==> config.mk <==
export PLATFORM = sky130hd
export DESIGN_NAME = rsse_exec
export DESIGN_NICKNAME = d
export VERILOG_FILES = /design/src/design/rsse_pkg.sv /design/src/design/rsse_addr_resolve.sv /design/src/design/rsse_exec.sv
export SDC_FILE = /design/constraint.sdc
export NUM_CORES = 1
export LEC_CHECK = 0
export BUFFER_PORTS_ARGS = -buffer_cell sky130_fd_sc_hd__buf_2
export CAP_MARGIN = 15
export CORE_MARGIN = 3
export CORE_UTILIZATION = 40
export DETAILED_ROUTE_END_ITERATION = 6
export GPL_TIMING_DRIVEN = 0
export PLACE_DENSITY_LB_ADDON = 0.25
export SYNTH_ARGS = -nofsm -noshare
export SYNTH_HDL_FRONTEND = slang
export SYNTH_HIERARCHICAL = 1
export SYNTH_SLANG_ARGS = --single-unit
==> constraint.sdc <==
create_clock -name REF_CLK -period 5.7 [get_ports REF_CLK]
set_input_delay 0.285 -clock REF_CLK [delete_from_list [all_inputs] [get_ports REF_CLK]]
set_output_delay 0.285 -clock REF_CLK [all_outputs]
set_load 0.01 [all_outputs]
==> src/design/rsse_pkg.sv <==
// Shared constants and types for the rotate/set/sleep execution block
package rsse_pkg;

  // ****************************************************************
  // Bus and register map
  // ****************************************************************
  localparam int APB_AW = 8;
  localparam logic [7:0] OFS_CTRL = 8'h00;
  localparam logic [7:0] OFS_INSTR = 8'h04;
  localparam logic [7:0] OFS_WREG = 8'h08;
  localparam logic [7:0] OFS_BANK = 8'h0C;
  localparam logic [7:0] OFS_INDEX = 8'h10;
  localparam logic [7:0] OFS_MADDR = 8'h14;
  localparam logic [7:0] OFS_MDATA = 8'h18;
  localparam logic [7:0] OFS_STATUS = 8'h1C;
  localparam logic [7:0] OFS_WDT = 8'h20;

  // Control field positions
  localparam int CTRL_EXT_BIT = 0;
  localparam int CTRL_WAKE_BIT = 1;
  localparam int CTRL_WDT_BIT = 2;

  // Status field positions
  localparam int STAT_NEG_BIT = 0;
  localparam int STAT_ZERO_BIT = 1;
  localparam int STAT_PD_BIT = 2;
  localparam int STAT_TO_BIT = 3;
  localparam int STAT_SLEEP_BIT = 4;
  localparam int STAT_ILL_BIT = 5;

  // ****************************************************************
  // Opcodes and addressing
  // ****************************************************************
  localparam logic [5:0] ROT_PREFIX = 6'h10;
  localparam logic [6:0] SET_PREFIX = 7'h34;
  localparam logic [15:0] SLEEP_CODE = 16'h0003;
  localparam logic [7:0] ACCESS_LIMIT = 8'h5F;
  localparam logic [3:0] ACCESS_HIGH_BANK = 4'hF;
  localparam logic [7:0] ALL_ONES = 8'hFF;

  // ****************************************************************
  // Reset values
  // ****************************************************************
  localparam logic TO_RST = 1'b1;
  localparam logic PD_RST = 1'b1;
  localparam logic [7:0] WREG_RST = 8'h00;
  localparam logic [3:0] BANK_RST = 4'h0;
  localparam logic [11:0] ADDR12_RST = 12'h000;

  // ****************************************************************
  // Timing
  // ****************************************************************
  localparam int CLK_PERIOD_NS = 10;
  localparam int WDT_TICK_NS = 1000;
  localparam int WDT_TICK_CYC = (WDT_TICK_NS / CLK_PERIOD_NS < 1) ? 1 :
                                WDT_TICK_NS / CLK_PERIOD_NS;

  // ****************************************************************
  // Types
  // ****************************************************************
  typedef enum logic [1:0] {
    RSSE_OP_NONE,
    RSSE_OP_ROT,
    RSSE_OP_SET,
    RSSE_OP_SLEEP
  } rsse_op_t;

  typedef struct packed {
    rsse_op_t op;
    logic dest;
    logic acc;
    logic [7:0] f;
  } rsse_instr_t;

  typedef enum logic {
    RSSE_RUN,
    RSSE_ASLEEP
  } rsse_state_t;

endpackage : rsse_pkg

==> src/design/rsse_addr_resolve.sv <==
// Operand address resolver: access bank, banked and indexed offset modes
`timescale 1ns/10ps

module rsse_addr_resolve (
  input wire logic [7:0] f,
  input wire logic acc,
  input wire logic [3:0] bank,
  input wire logic ext_en,
  input wire logic [11:0] index_base,
  output logic [11:0] eff_addr,
  output logic indexed
);

  // ****************************************************************
  // Effective address
  // ****************************************************************
  // Indexed mode takes priority over the plain access bank
  always_comb begin
    indexed = ext_en && !acc && (f <= rsse_pkg::ACCESS_LIMIT);
    if (indexed) begin
      eff_addr = 12'(index_base + {4'h0, f});
    end else if (acc) begin
      eff_addr = {bank, f};
    end else if (f <= rsse_pkg::ACCESS_LIMIT) begin
      eff_addr = {4'h0, f};
    end else begin
      eff_addr = {rsse_pkg::ACCESS_HIGH_BANK, f};
    end
  end

endmodule : rsse_addr_resolve

==> src/design/rsse_exec.sv <==
// Execution core for rotate-right, set-all-ones and sleep, APB controlled
//
// Chosen here: the APB register port and the register offsets.
`timescale 1ns/10ps

// Overview of operation
// - Rotate right moves every bit one place down and bit 0 to bit 7, no carry.
// - Destination bit 0 sends the rotate result to W, 1 writes it back to the file.
// - Access bit 0 picks the fixed access bank, 1 uses the bank select register.
// - Extended set on, access bit 0 and address up to 5Fh selects indexed offset.
// - Set-all-ones writes FFh to the addressed file byte, banked like others.
// - Set-all-ones with access bit 1 takes its bank from the bank select register.
// - Sleep clears the watchdog counter and its postscaler to zero.
// - Sleep halts execution and stops the oscillator at the end of the cycle.
module rsse_exec #(
  parameter int MEM_AW = 5,
  parameter int WDT_W = 8,
  parameter int POST_W = 4,
  parameter int TICK_CYC = rsse_pkg::WDT_TICK_CYC
) (
  input wire logic REF_CLK,
  input wire logic NRST,
  input wire logic PSEL,
  input wire logic PENABLE,
  input wire logic PWRITE,
  input wire logic [rsse_pkg::APB_AW-1:0] PADDR,
  input wire logic [31:0] PWDATA,
  output logic PREADY,
  output logic [31:0] PRDATA,
  output logic PSLVERR,
  output logic SLEEP_ACTIVE,
  output logic OSC_RUN
);

  localparam int MEM_DEPTH = 1 << MEM_AW;

  // ****************************************************************
  // State
  // ****************************************************************
  logic pready, next_pready;
  logic pslverr, next_pslverr;
  logic [31:0] prdata, next_prdata;
  logic ext_en, next_ext_en;
  logic wdt_en, next_wdt_en;
  logic [7:0] wreg, next_wreg;
  logic [3:0] bank_select_reg, next_bank_select_reg;
  logic [11:0] index_base, next_index_base;
  logic [11:0] mem_addr, next_mem_addr;
  logic [15:0] last_instr, next_last_instr;
  logic neg_flag, next_neg_flag;
  logic zero_flag, next_zero_flag;
  logic timeout_flag, next_timeout_flag;
  logic power_down_flag, next_power_down_flag;
  logic illegal, next_illegal;
  rsse_pkg::rsse_state_t state, next_state;
  logic osc_run, next_osc_run;
  logic [15:0] div_cnt, next_div_cnt;
  logic [WDT_W-1:0] watchdog_counter, next_watchdog_counter;
  logic [POST_W-1:0] postscaler, next_postscaler;
  logic [7:0] file_mem [MEM_DEPTH];
  logic [7:0] next_file_mem [MEM_DEPTH];

  // Shared write port of the file storage
  logic mem_we;
  logic [MEM_AW-1:0] mem_wa;
  logic [7:0] mem_wd;

  logic access, wr, rd, exec, wdt_tick, wdt_expire, indexed;
  logic [11:0] eff_addr;
  logic [7:0] src, rot;
  rsse_pkg::rsse_instr_t instr;

  // ****************************************************************
  // Decode
  // ****************************************************************
  function automatic rsse_pkg::rsse_instr_t decode(input logic [15:0] op);
    rsse_pkg::rsse_instr_t d;
    d.op = rsse_pkg::RSSE_OP_NONE;
    d.dest = op[9];
    d.acc = op[8];
    d.f = op[7:0];
    if (op[15:10] == rsse_pkg::ROT_PREFIX) begin
      d.op = rsse_pkg::RSSE_OP_ROT;
    end else if (op[15:9] == rsse_pkg::SET_PREFIX) begin
      d.op = rsse_pkg::RSSE_OP_SET;
    end else if (op == rsse_pkg::SLEEP_CODE) begin
      d.op = rsse_pkg::RSSE_OP_SLEEP;
    end
    return d;
  endfunction : decode

  // A transfer completes on the edge that sees pready high
  assign access = PSEL && PENABLE && pready;
  assign wr = access && PWRITE;
  assign rd = access && !PWRITE;
  assign instr = decode(PWDATA[15:0]);
  // A refused write was flagged one cycle earlier, so never executes
  assign exec = wr && (PADDR == rsse_pkg::OFS_INSTR) && !pslverr;

  rsse_addr_resolve u_addr (
    .f(instr.f),
    .acc(instr.acc),
    .bank(bank_select_reg),
    .ext_en(ext_en),
    .index_base(index_base),
    .eff_addr(eff_addr),
    .indexed(indexed)
  );

  // File storage is a small window; upper address bits alias
  assign src = file_mem[eff_addr[MEM_AW-1:0]];
  assign rot = {src[0], src[7:1]};

  // ****************************************************************
  // Watchdog tick divider
  // ****************************************************************
  // One-cycle enable pulse every TICK_CYC reference clocks
  assign wdt_tick = wdt_en && (div_cnt == 16'(TICK_CYC - 1));
  assign wdt_expire = wdt_tick && (&watchdog_counter) && (&postscaler);

  // ****************************************************************
  // Bus answer and register next values
  // ****************************************************************
  always_comb begin
    next_pready = PSEL && PENABLE && !pready;
    next_pslverr = 1'b0;
    next_prdata = prdata;
    next_ext_en = ext_en;
    next_wdt_en = wdt_en;
    next_wreg = wreg;
    next_bank_select_reg = bank_select_reg;
    next_index_base = index_base;
    next_mem_addr = mem_addr;
    next_last_instr = last_instr;
    next_neg_flag = neg_flag;
    next_zero_flag = zero_flag;
    next_timeout_flag = timeout_flag;
    next_power_down_flag = power_down_flag;
    next_illegal = illegal;
    next_state = state;
    next_osc_run = osc_run;
    mem_we = 1'b0;
    mem_wa = mem_addr[MEM_AW-1:0];
    mem_wd = PWDATA[7:0];
    // Answer is prepared in the first access cycle
    if (next_pready) begin
      next_prdata = 32'h0000_0000;
      unique case (PADDR)
        rsse_pkg::OFS_CTRL: begin
          next_prdata[rsse_pkg::CTRL_EXT_BIT] = ext_en;
          next_prdata[rsse_pkg::CTRL_WDT_BIT] = wdt_en;
        end
        rsse_pkg::OFS_INSTR: begin
          next_prdata[15:0] = last_instr;
          // Execution is halted while asleep
          next_pslverr = PWRITE && (state == rsse_pkg::RSSE_ASLEEP);
        end
        rsse_pkg::OFS_WREG: next_prdata[7:0] = wreg;
        rsse_pkg::OFS_BANK: next_prdata[3:0] = bank_select_reg;
        rsse_pkg::OFS_INDEX: next_prdata[11:0] = index_base;
        rsse_pkg::OFS_MADDR: next_prdata[11:0] = mem_addr;
        rsse_pkg::OFS_MDATA: begin
          next_prdata[7:0] = file_mem[mem_addr[MEM_AW-1:0]];
        end
        rsse_pkg::OFS_STATUS: begin
          next_prdata[rsse_pkg::STAT_NEG_BIT] = neg_flag;
          next_prdata[rsse_pkg::STAT_ZERO_BIT] = zero_flag;
          next_prdata[rsse_pkg::STAT_PD_BIT] = power_down_flag;
          next_prdata[rsse_pkg::STAT_TO_BIT] = timeout_flag;
          next_prdata[rsse_pkg::STAT_SLEEP_BIT] =
            (state == rsse_pkg::RSSE_ASLEEP);
          next_prdata[rsse_pkg::STAT_ILL_BIT] = illegal;
        end
        rsse_pkg::OFS_WDT: begin
          next_prdata[WDT_W-1:0] = watchdog_counter;
          next_prdata[WDT_W+POST_W-1:WDT_W] = postscaler;
        end
        default: next_pslverr = 1'b1;
      endcase
    end
    // Register writes; an errored write changes nothing
    if (wr && !pslverr) begin
      unique case (PADDR)
        rsse_pkg::OFS_CTRL: begin
          next_ext_en = PWDATA[rsse_pkg::CTRL_EXT_BIT];
          next_wdt_en = PWDATA[rsse_pkg::CTRL_WDT_BIT];
          if (PWDATA[rsse_pkg::CTRL_WAKE_BIT]) begin
            next_state = rsse_pkg::RSSE_RUN;
            next_osc_run = 1'b1;
          end
        end
        rsse_pkg::OFS_WREG: next_wreg = PWDATA[7:0];
        rsse_pkg::OFS_BANK: next_bank_select_reg = PWDATA[3:0];
        rsse_pkg::OFS_INDEX: next_index_base = PWDATA[11:0];
        rsse_pkg::OFS_MADDR: next_mem_addr = PWDATA[11:0];
        rsse_pkg::OFS_MDATA: mem_we = 1'b1;
        default: ;
      endcase
    end
    // Instruction execution
    if (exec) begin
      next_last_instr = PWDATA[15:0];
      next_illegal = 1'b0;
      mem_wa = eff_addr[MEM_AW-1:0];
      unique case (instr.op)
        rsse_pkg::RSSE_OP_ROT: begin
          next_neg_flag = rot[7];
          next_zero_flag = (rot == 8'h00);
          if (instr.dest) begin
            mem_we = 1'b1;
            mem_wd = rot;
          end else begin
            next_wreg = rot;
          end
        end
        rsse_pkg::RSSE_OP_SET: begin
          mem_we = 1'b1;
          mem_wd = rsse_pkg::ALL_ONES;
        end
        rsse_pkg::RSSE_OP_SLEEP: begin
          next_timeout_flag = 1'b1;
          next_power_down_flag = 1'b0;
          next_state = rsse_pkg::RSSE_ASLEEP;
          next_osc_run = 1'b0;
        end
        rsse_pkg::RSSE_OP_NONE: next_illegal = 1'b1;
      endcase
    end
    // Watchdog overflow wakes a sleeping core and reports a timeout;
    // a sleep in the same cycle clears the watchdog first, so it wins
    if (wdt_expire &&
        !(exec && (instr.op == rsse_pkg::RSSE_OP_SLEEP))) begin
      next_timeout_flag = 1'b0;
      if (state == rsse_pkg::RSSE_ASLEEP) begin
        next_state = rsse_pkg::RSSE_RUN;
        next_osc_run = 1'b1;
      end
    end
  end

  // ****************************************************************
  // Watchdog next values
  // ****************************************************************
  // Sleep clear wins over a tick in the same cycle
  always_comb begin
    next_div_cnt = div_cnt;
    next_watchdog_counter = watchdog_counter;
    next_postscaler = postscaler;
    if (wdt_en) begin
      next_div_cnt = wdt_tick ? 16'h0000 : div_cnt + 16'h0001;
    end
    if (wdt_tick) begin
      next_watchdog_counter = watchdog_counter + 1'b1;
      if (&watchdog_counter) begin
        next_postscaler = postscaler + 1'b1;
      end
    end
    if (exec && (instr.op == rsse_pkg::RSSE_OP_SLEEP)) begin
      next_watchdog_counter = '0;
      next_postscaler = '0;
      next_div_cnt = 16'h0000;
    end
  end

  // ****************************************************************
  // File storage next values
  // ****************************************************************
  // One write port, selected per entry
  generate
    for (genvar i = 0; i < MEM_DEPTH; i++) begin : g_mem
      always_comb begin
        next_file_mem[i] = file_mem[i];
        if (mem_we && (mem_wa == MEM_AW'(i))) begin
          next_file_mem[i] = mem_wd;
        end
      end
    end
  endgenerate

  // ****************************************************************
  // Registers
  // ****************************************************************
  // Storage holds no reset value worth keeping, but is cleared anyway
  always_ff @(posedge REF_CLK or negedge NRST) begin
    if (!NRST) begin
      for (int i = 0; i < MEM_DEPTH; i++) begin
        file_mem[i] <= 8'h00;
      end
    end else begin
      file_mem <= next_file_mem;
    end
  end

  // Control, status and bus answer registers
  always_ff @(posedge REF_CLK or negedge NRST) begin
    if (!NRST) begin
      pready <= 1'b0;
      pslverr <= 1'b0;
      prdata <= 32'h0000_0000;
      ext_en <= 1'b0;
      wdt_en <= 1'b0;
      wreg <= rsse_pkg::WREG_RST;
      bank_select_reg <= rsse_pkg::BANK_RST;
      index_base <= rsse_pkg::ADDR12_RST;
      mem_addr <= rsse_pkg::ADDR12_RST;
      last_instr <= 16'h0000;
      neg_flag <= 1'b0;
      zero_flag <= 1'b0;
      timeout_flag <= rsse_pkg::TO_RST;
      power_down_flag <= rsse_pkg::PD_RST;
      illegal <= 1'b0;
      state <= rsse_pkg::RSSE_RUN;
      osc_run <= 1'b1;
      div_cnt <= 16'h0000;
      watchdog_counter <= '0;
      postscaler <= '0;
    end else begin
      pready <= next_pready;
      pslverr <= next_pslverr;
      prdata <= next_prdata;
      ext_en <= next_ext_en;
      wdt_en <= next_wdt_en;
      wreg <= next_wreg;
      bank_select_reg <= next_bank_select_reg;
      index_base <= next_index_base;
      mem_addr <= next_mem_addr;
      last_instr <= next_last_instr;
      neg_flag <= next_neg_flag;
      zero_flag <= next_zero_flag;
      timeout_flag <= next_timeout_flag;
      power_down_flag <= next_power_down_flag;
      illegal <= next_illegal;
      state <= next_state;
      osc_run <= next_osc_run;
      div_cnt <= next_div_cnt;
      watchdog_counter <= next_watchdog_counter;
      postscaler <= next_postscaler;
    end
  end

  // ****************************************************************
  // Outputs
  // ****************************************************************
  // All outputs come straight from flip-flops
  assign PREADY = pready;
  assign PSLVERR = pslverr;
  assign PRDATA = prdata;
  assign SLEEP_ACTIVE = (state == rsse_pkg::RSSE_ASLEEP);
  assign OSC_RUN = osc_run;

endmodule : rsse_exec

==> qor.yml, run 1 <==
pwr:
  p_leak_nw: 10.1
  pwr_density_cell_nw_per_um2: 255
  peakVddDrop_uv: 188
  switching_share_pct: 24.0
  power_frac_comb_pct: 5.8
  pwr-share-seq_pct: 44.5
  switching_power_mw: 1.40
  cell_internal_pwr_mw: 4.43
  clockPowerShare_pct: 49.8
  p_total_mw: 5.83
clocking:
  root_buffer: "clkbuf_16"
  cts_sinks: 363
  clock_path_buffers: 3
  cts_max_level: 2
  clk_latency_ns: 0.58
  cts_buffers: 43
  path_clk_slew_ns: 0.06
  cts_tree: "built"
sta:
  tightest_slew_ns: 1.17
  hold_slack_ns: 0.0181
  rsz0062_at_grt: "false"
  slew_headroom_pct: 21.2
  fin_crit_sh_pct: 99.0
  fmax_ghz: 0.177
  worst_slack_ns: 0.0567
  final-setup-viol-count: 0
  fin_skew_ns: 0.0260
  hold_violations: 0
  drv_slew: 0
  layout_min_cycle_time_ns: 5.64
global_route:
  grt_pass1_wl_mm: 95.6
  overflow: 0
  gr-usage-all-layers_pct: 24.2
  grt_max_degree: 111
  grt_antenna_before_repair: 2
  grt_pass1_vias: 14100
cells_and_area:
  areaGrowthSynthToFinish_pct: 14.0
  design_area_um2: 22800
  regMostFlops: "file_mem"
  fin_nets: 1644
  num_antenna_cells: 0
  fin_cells: 2286
  drive_above_1_share_pct: 41.0
  largest_reg_flops: 256
  fillers: 4443
die:
  start_util_pct: 40.7
  core_um2: 49200
  die_height_um: 230
  rows: 81
  io_pins: 81
  dieArea_um2: 52800
  die_x_um: 230
critical_path:
  path_class: "reg2reg"
  cp.required_ns: 6.22
  critPathArrivalTime_ns: 6.16
  crit_path_end_kind: "flop"
  critPathLaunchType: "flop"
  crit_fanout: 10
run:
  drv_cap: 0
drt:
  ant_nets: 0
  via_per_inst: 6.12
  drtIter0Drc: 1611
  drt_pass1_iterations: 6
  drc: 0
  wire_per_inst_um: 27.9
  wirelength_mm: 63.7
  vias: 14000
placement:
  place_inst: 2203
  place_ws_ns: -0.0716
  globalplace.congestion: 0.912
  hpwl_mm: 44.9
  dpl-instance-area_um2: 21300
  portBuffers: 46
logic_synthesis:
  synthCells: 1474
  syn_avg_cell_area_um2: 13.6
  syn_area_um2: 20000
  ys_warn_count: 6
outcome:
  status: "completed"
min_path:
  hold_path.class: "in2reg"
## cell type report
cell class,instances,area (µm²),area share (%)
Sequential cell,363,9090,39.8
Clock inverter,15,195,0.855
Buffer,125,631,2.76
Inverter,13,48.8,0.214
Multi-Input combinational cell,988,10300,45.3
Clock buffer,62,1290,5.65
Tap cell,664,831,3.64
Timing Repair Buffer,56,412,1.80
## metal layers
| layer | track usage [%] | part of all wire (%) | vias to the layer above |
|---|---|---|---|
| met5 | 0 | 0.020 | - |
| met4 | 7.15 | 3.3 | 2 |
| li1 | - | - | 5819 |
| met3 | 5.07 | 8.1 | 133 |
| met1 | 33.4 | 42 | 7371 |
| met2 | 38.9 | 47 | 659 |
## layout by cell type (no fill, tap or decap), drive strengths merged, types with 14 or more instances in the layout
cell type,n
dfrtp,360
mux2,306
mux4,133
clkbuf,124
buf,113
nand2,85
nor2,76
mux2i,53
a21oi,29
o21ai,25
nand3,22
conb,16
o22ai,16
nor4,16
nand2b,14
## worst max-delay path, cell delays in order, from the launching register on
cell      delay (ns)
dfrtp_1         0.40
ha_1            0.22
inv_1           0.07
fa_1            0.41
o21ai_0         0.91
clkbuf_1        0.78
nor2_1          0.27
a221oi_1        0.48
a221oi_1        0.16
o211a_1         0.26
a21oi_1         0.78
clkbuf_1        0.57
mux2_2          0.27
## through the flow
stage                     setup TNS, ns  util (%)
after floorplan                       0         -
after global placement         -1012.27      43.0
after detailed placement          -1.17      43.2
after CTS                             0      46.4
after global routing                  0      46.4
final                                 0      46.4
## what timing repair did
item	4_1_cts	5_1_grt
setup endpoints to repair	0	60
endpoints found under the hold margin	84	0
hold buffers	5	0
gates resized for setup	0	5
setup buffers	0	0
## final timing paths
path                                            from                        end  slack (ns)  depth (start not counted)
setup / recovery           index_base[0]$_DFFE_PN0P_   file_mem[44]$_DFFE_PN0P_        0.06                         12
hold / removal                            PWDATA[10]   mem_addr[10]$_DFFE_PN0P_        0.02                          2
setup reg to reg           index_base[0]$_DFFE_PN0P_   file_mem[44]$_DFFE_PN0P_        0.06                         12
hold reg to reg               PRDATA[15]$_DFFE_PN0P_     PRDATA[15]$_DFFE_PN0P_        0.47                          2
max in group asynchronous                       NRST  file_mem[207]$_DFFE_PN0P_        3.60                          5
min in group asynchronous                       NRST     div_cnt[8]$_DFFE_PN0P_        0.28                          2
## power groups by stage
stage               sequential, mW  combinational [mW]  clock [mW]
floorplan                     2.64               0.152           0
global placement              2.64               0.319           0
detailed placement            2.64               0.328           0
CTS                           2.59               0.332        2.94
global route                  2.59               0.361        3.05
finish                        2.59               0.336        2.90
(Power assumes the default switching activity.)
==> run 2: changes to the inputs <==
--- a/config.mk
+++ b/config.mk
@@ -5,6 +5,7 @@
 export SDC_FILE = /design/constraint.sdc
 export NUM_CORES = 1
 export LEC_CHECK = 0
+export ABC_AREA = 1
 export BUFFER_PORTS_ARGS = -buffer_cell sky130_fd_sc_hd__buf_2
 export CAP_MARGIN = 15
 export CORE_MARGIN = 3
==> run 2 against run 1 <==
Compared with the run above: sequential share of layout area shrank 2.8 points; area after synthesis grew 9.0%; die area grew 8.8%; largest cell class unchanged; largest power group unchanged; highest routed layer is now met4.
==> qor.yml, run 2 <==
sta:
  layout_min_cycle_time_ns: 5.45  # was 5.64 ns
  slew_headroom_pct: 12.9  # was 21.2%
  tightest_slew_ns: 1.31  # was 1.17 ns
  rsz0062_at_grt: "false"  # unchanged
  hold_violations: 0  # unchanged
  hold_slack_ns: 0.0311  # was 0.0181 ns
  worst_slack_ns: 0.252  # was 0.0567 ns
  final-setup-viol-count: 0  # unchanged
  fin_setup_tns_ns: 0  # unchanged
  fmax_ghz: 0.184  # was 0.177 GHz
  fin_crit_sh_pct: 95.6  # was 99.0%
  drv_slew: 0  # unchanged
  fin_skew_ns: 0.0305  # was 0.0260 ns
placement:
  globalplace.congestion: 1.09  # was 0.912
  portBuffers: 48  # was 46
  hpwl_mm: 76.6  # was 44.9 mm
  place_inst: 3908  # was 2203
  place_ws_ns: 0.789  # was -0.0716 ns
clocking:
  path_clk_slew_ns: 0.06  # about the same
  cts_setup_buffers: 0  # unchanged
  cts_tree: "built"  # unchanged
  clk_latency_ns: 0.60  # was 0.58 ns
  root_buffer: "clkbuf_16"  # unchanged
  cts_max_level: 2  # unchanged
  cts_sinks: 363  # unchanged
  cts_buffers: 43  # unchanged
  clock_path_buffers: 3  # unchanged
global_route:
  grt_antenna_before_repair: 3  # was 2
  grt_pass1_vias: 21900  # was 14100
  grt_max_degree: 109  # was 111
  grt_pass1_wl_mm: 154  # was 95.6 mm
  overflow: 0  # unchanged
  gr-usage-all-layers_pct: 37.4  # was 24.2%
critical_path:
  ff2ff_setup_slack_ns: 0.25  # was 0.06 ns
  critPathLaunchType: "flop"  # unchanged
  cp.required_ns: 6.22  # about the same
  r2r_cells: 16  # was 12
  path_class: "reg2reg"  # unchanged
  critPathArrivalTime_ns: 5.97  # was 6.16 ns
  r2r-end: "file_mem[140]$_DFFE_PN0P_"  # was file_mem[44]$_DFFE_PN0P_
  timing.rr.start: "index_base[0]$_DFFE_PN0P_"  # unchanged
  crit_fanout: 10  # unchanged
  crit_path_end_kind: "flop"  # unchanged
cells_and_area:
  areaGrowthSynthToFinish_pct: 12.4  # was 14.0%
  final_common_cell: "nand2_1"  # was dfrtp_1
  largest_reg_flops: 256  # unchanged
  seqCellArea_um2: 9090  # unchanged
  drive_above_1_share_pct: 9.79  # was 41.0%
  fin_cells: 3989  # was 2286
  regMostFlops: "file_mem"  # unchanged
  fillers: 5598  # was 4443
  fin_nets: 3321  # was 1644
  final_cell_mix: "nand2_1 (1425), nand3_1 (679), dfrtp_1 (360), buf_2 (102), clkbuf_1 (98)"  # was dfrtp_1 (360), mux2_2 (295), mux4_2 (133), nand2_1 (83), buf_2 (70)
  multi_input_area_um2: 11400  # was 10300 µm²
logic_synthesis:
  syn_area_um2: 21800  # was 20000 µm²
  syn_avg_cell_area_um2: 6.92  # was 13.6 µm²
  synthCells: 3154  # was 1474
  ys_warn_count: 6  # unchanged
die:
  dieArea_um2: 57400  # was 52800 µm²
  die_height_um: 240  # was 230 µm
  core_um2: 53300  # was 49200 µm²
  die_x_um: 240  # was 230 µm
  io_pins: 81  # unchanged
  start_util_pct: 41.0  # was 40.7%
  rows: 84  # was 81
min_path:
  min_to: "PSLVERR$_DFF_PN0_"  # was mem_addr[10]$_DFFE_PN0P_
  hold_depth: 3  # was 2
  min_from: "PWRITE"  # was PWDATA[10]
  hold_path.class: "in2reg"  # unchanged
drt:
  drt_pass1_iterations: 7  # was 6
  vias: 23700  # was 14000
  ant_nets: 0  # unchanged
  via_per_inst: 5.95  # was 6.12
  wire_per_inst_um: 27.2  # was 27.9 µm
  drtIter0Drc: 4000  # was 1611
  drc: 0  # unchanged
  wirelength_mm: 108  # was 63.7 mm
outcome:
  status: "completed"  # unchanged
run:
  drv_cap: 0  # unchanged
pwr:
  p_total_mw: 5.88  # was 5.83 mW
  p_leak_nw: 12.5  # was 10.1 nW
  pwr_density_cell_nw_per_um2: 240  # was 255 nW/µm²
  peakVddDrop_uv: 180  # was 188 µV
==> run 2: final cells by class <==
class | count | share of cell area (%)
Buffer | 193 | 3.69
Sequential cell | 363 | 37.0
Clock buffer | 59 | 5.12
Multi-Input combinational cell | 2487 | 46.5
Inverter | 126 | 1.96
Tap cell | 688 | 3.51
Clock inverter | 17 | 0.719
Timing Repair Buffer | 53 | 1.46
Antenna cell | 3 | 0.0306
==> run 2: report_power, final <==
part | total, mW | internal, mW | leakage, nW | switching (mW)
registers | 2.59 | 2.58 | 4.99 | 0.00384
logic | 0.431 | 0.0811 | 6.76 | 0.349
clock network | 2.86 | 1.68 | 0.712 | 1.19
==> run 2: per-stage QoR <==
stage                     util [%]  area (µm²)
after detailed placement      43.3       23100
after global placement        43.1       23000
after CTS                     46.0       24500
final                         46.0       24500
after floorplan                  -       21900
after global routing          46.0       24500
==> run 2: critical path, stage by stage (launching register included) <==
cell      delay (ns)
dfrtp_1         0.41
ha_1            0.19
inv_1           0.06
fa_1            0.39
xor2_1          0.17
o21ai_2         0.19
clkbuf_1        0.45
clkbuf_1        0.82
nand3_1         0.44
nand2_1         0.17
nand2_1         0.09
nand3_1         0.26
nand2_1         0.19
o21ai_1         0.85
buf_2           0.44
nand3_1         0.16
nand2_1         0.09
==> run 2: worst max-delay path by stage <==
stage | startpoint | endpoint | slack [ns] | depth (start not counted)
6_report | index_base[0]$_DFFE_PN0P_ | file_mem[140]$_DFFE_PN0P_ | 0.25 | 16
4_1_cts | index_base[0]$_DFFE_PN0P_ | file_mem[140]$_DFFE_PN0P_ | 0.84 | 17
5_1_grt | index_base[0]$_DFFE_PN0P_ | file_mem[140]$_DFFE_PN0P_ | 0.34 | 17
2_1_floorplan | index_base[0]$_DFFE_PN0P_ | file_mem[72]$_DFFE_PN0P_ | 2.93 | 16
3_3_place_gp | NRST | file_mem[179]$_DFFE_PN0P_ | -3.11 | 1
3_5_place_dp | PWDATA[0] | file_mem[140]$_DFFE_PN0P_ | 0.79 | 18
==> run 2: what timing repair did <==
action	in CTS	in global routing
gates resized for setup	0	0
hold endpoints to repair	75	0
hold buffers	1	0
==> run 2: per-layer routing <==
metal	up-vias	global-route usage, %	routed length, µm
li1	10500	-	-
met1	11100	50.5	43200
met2	1720	52.5	43400
met3	416	13.0	14800
met4	0	19.7	6940
met5	-	0	0
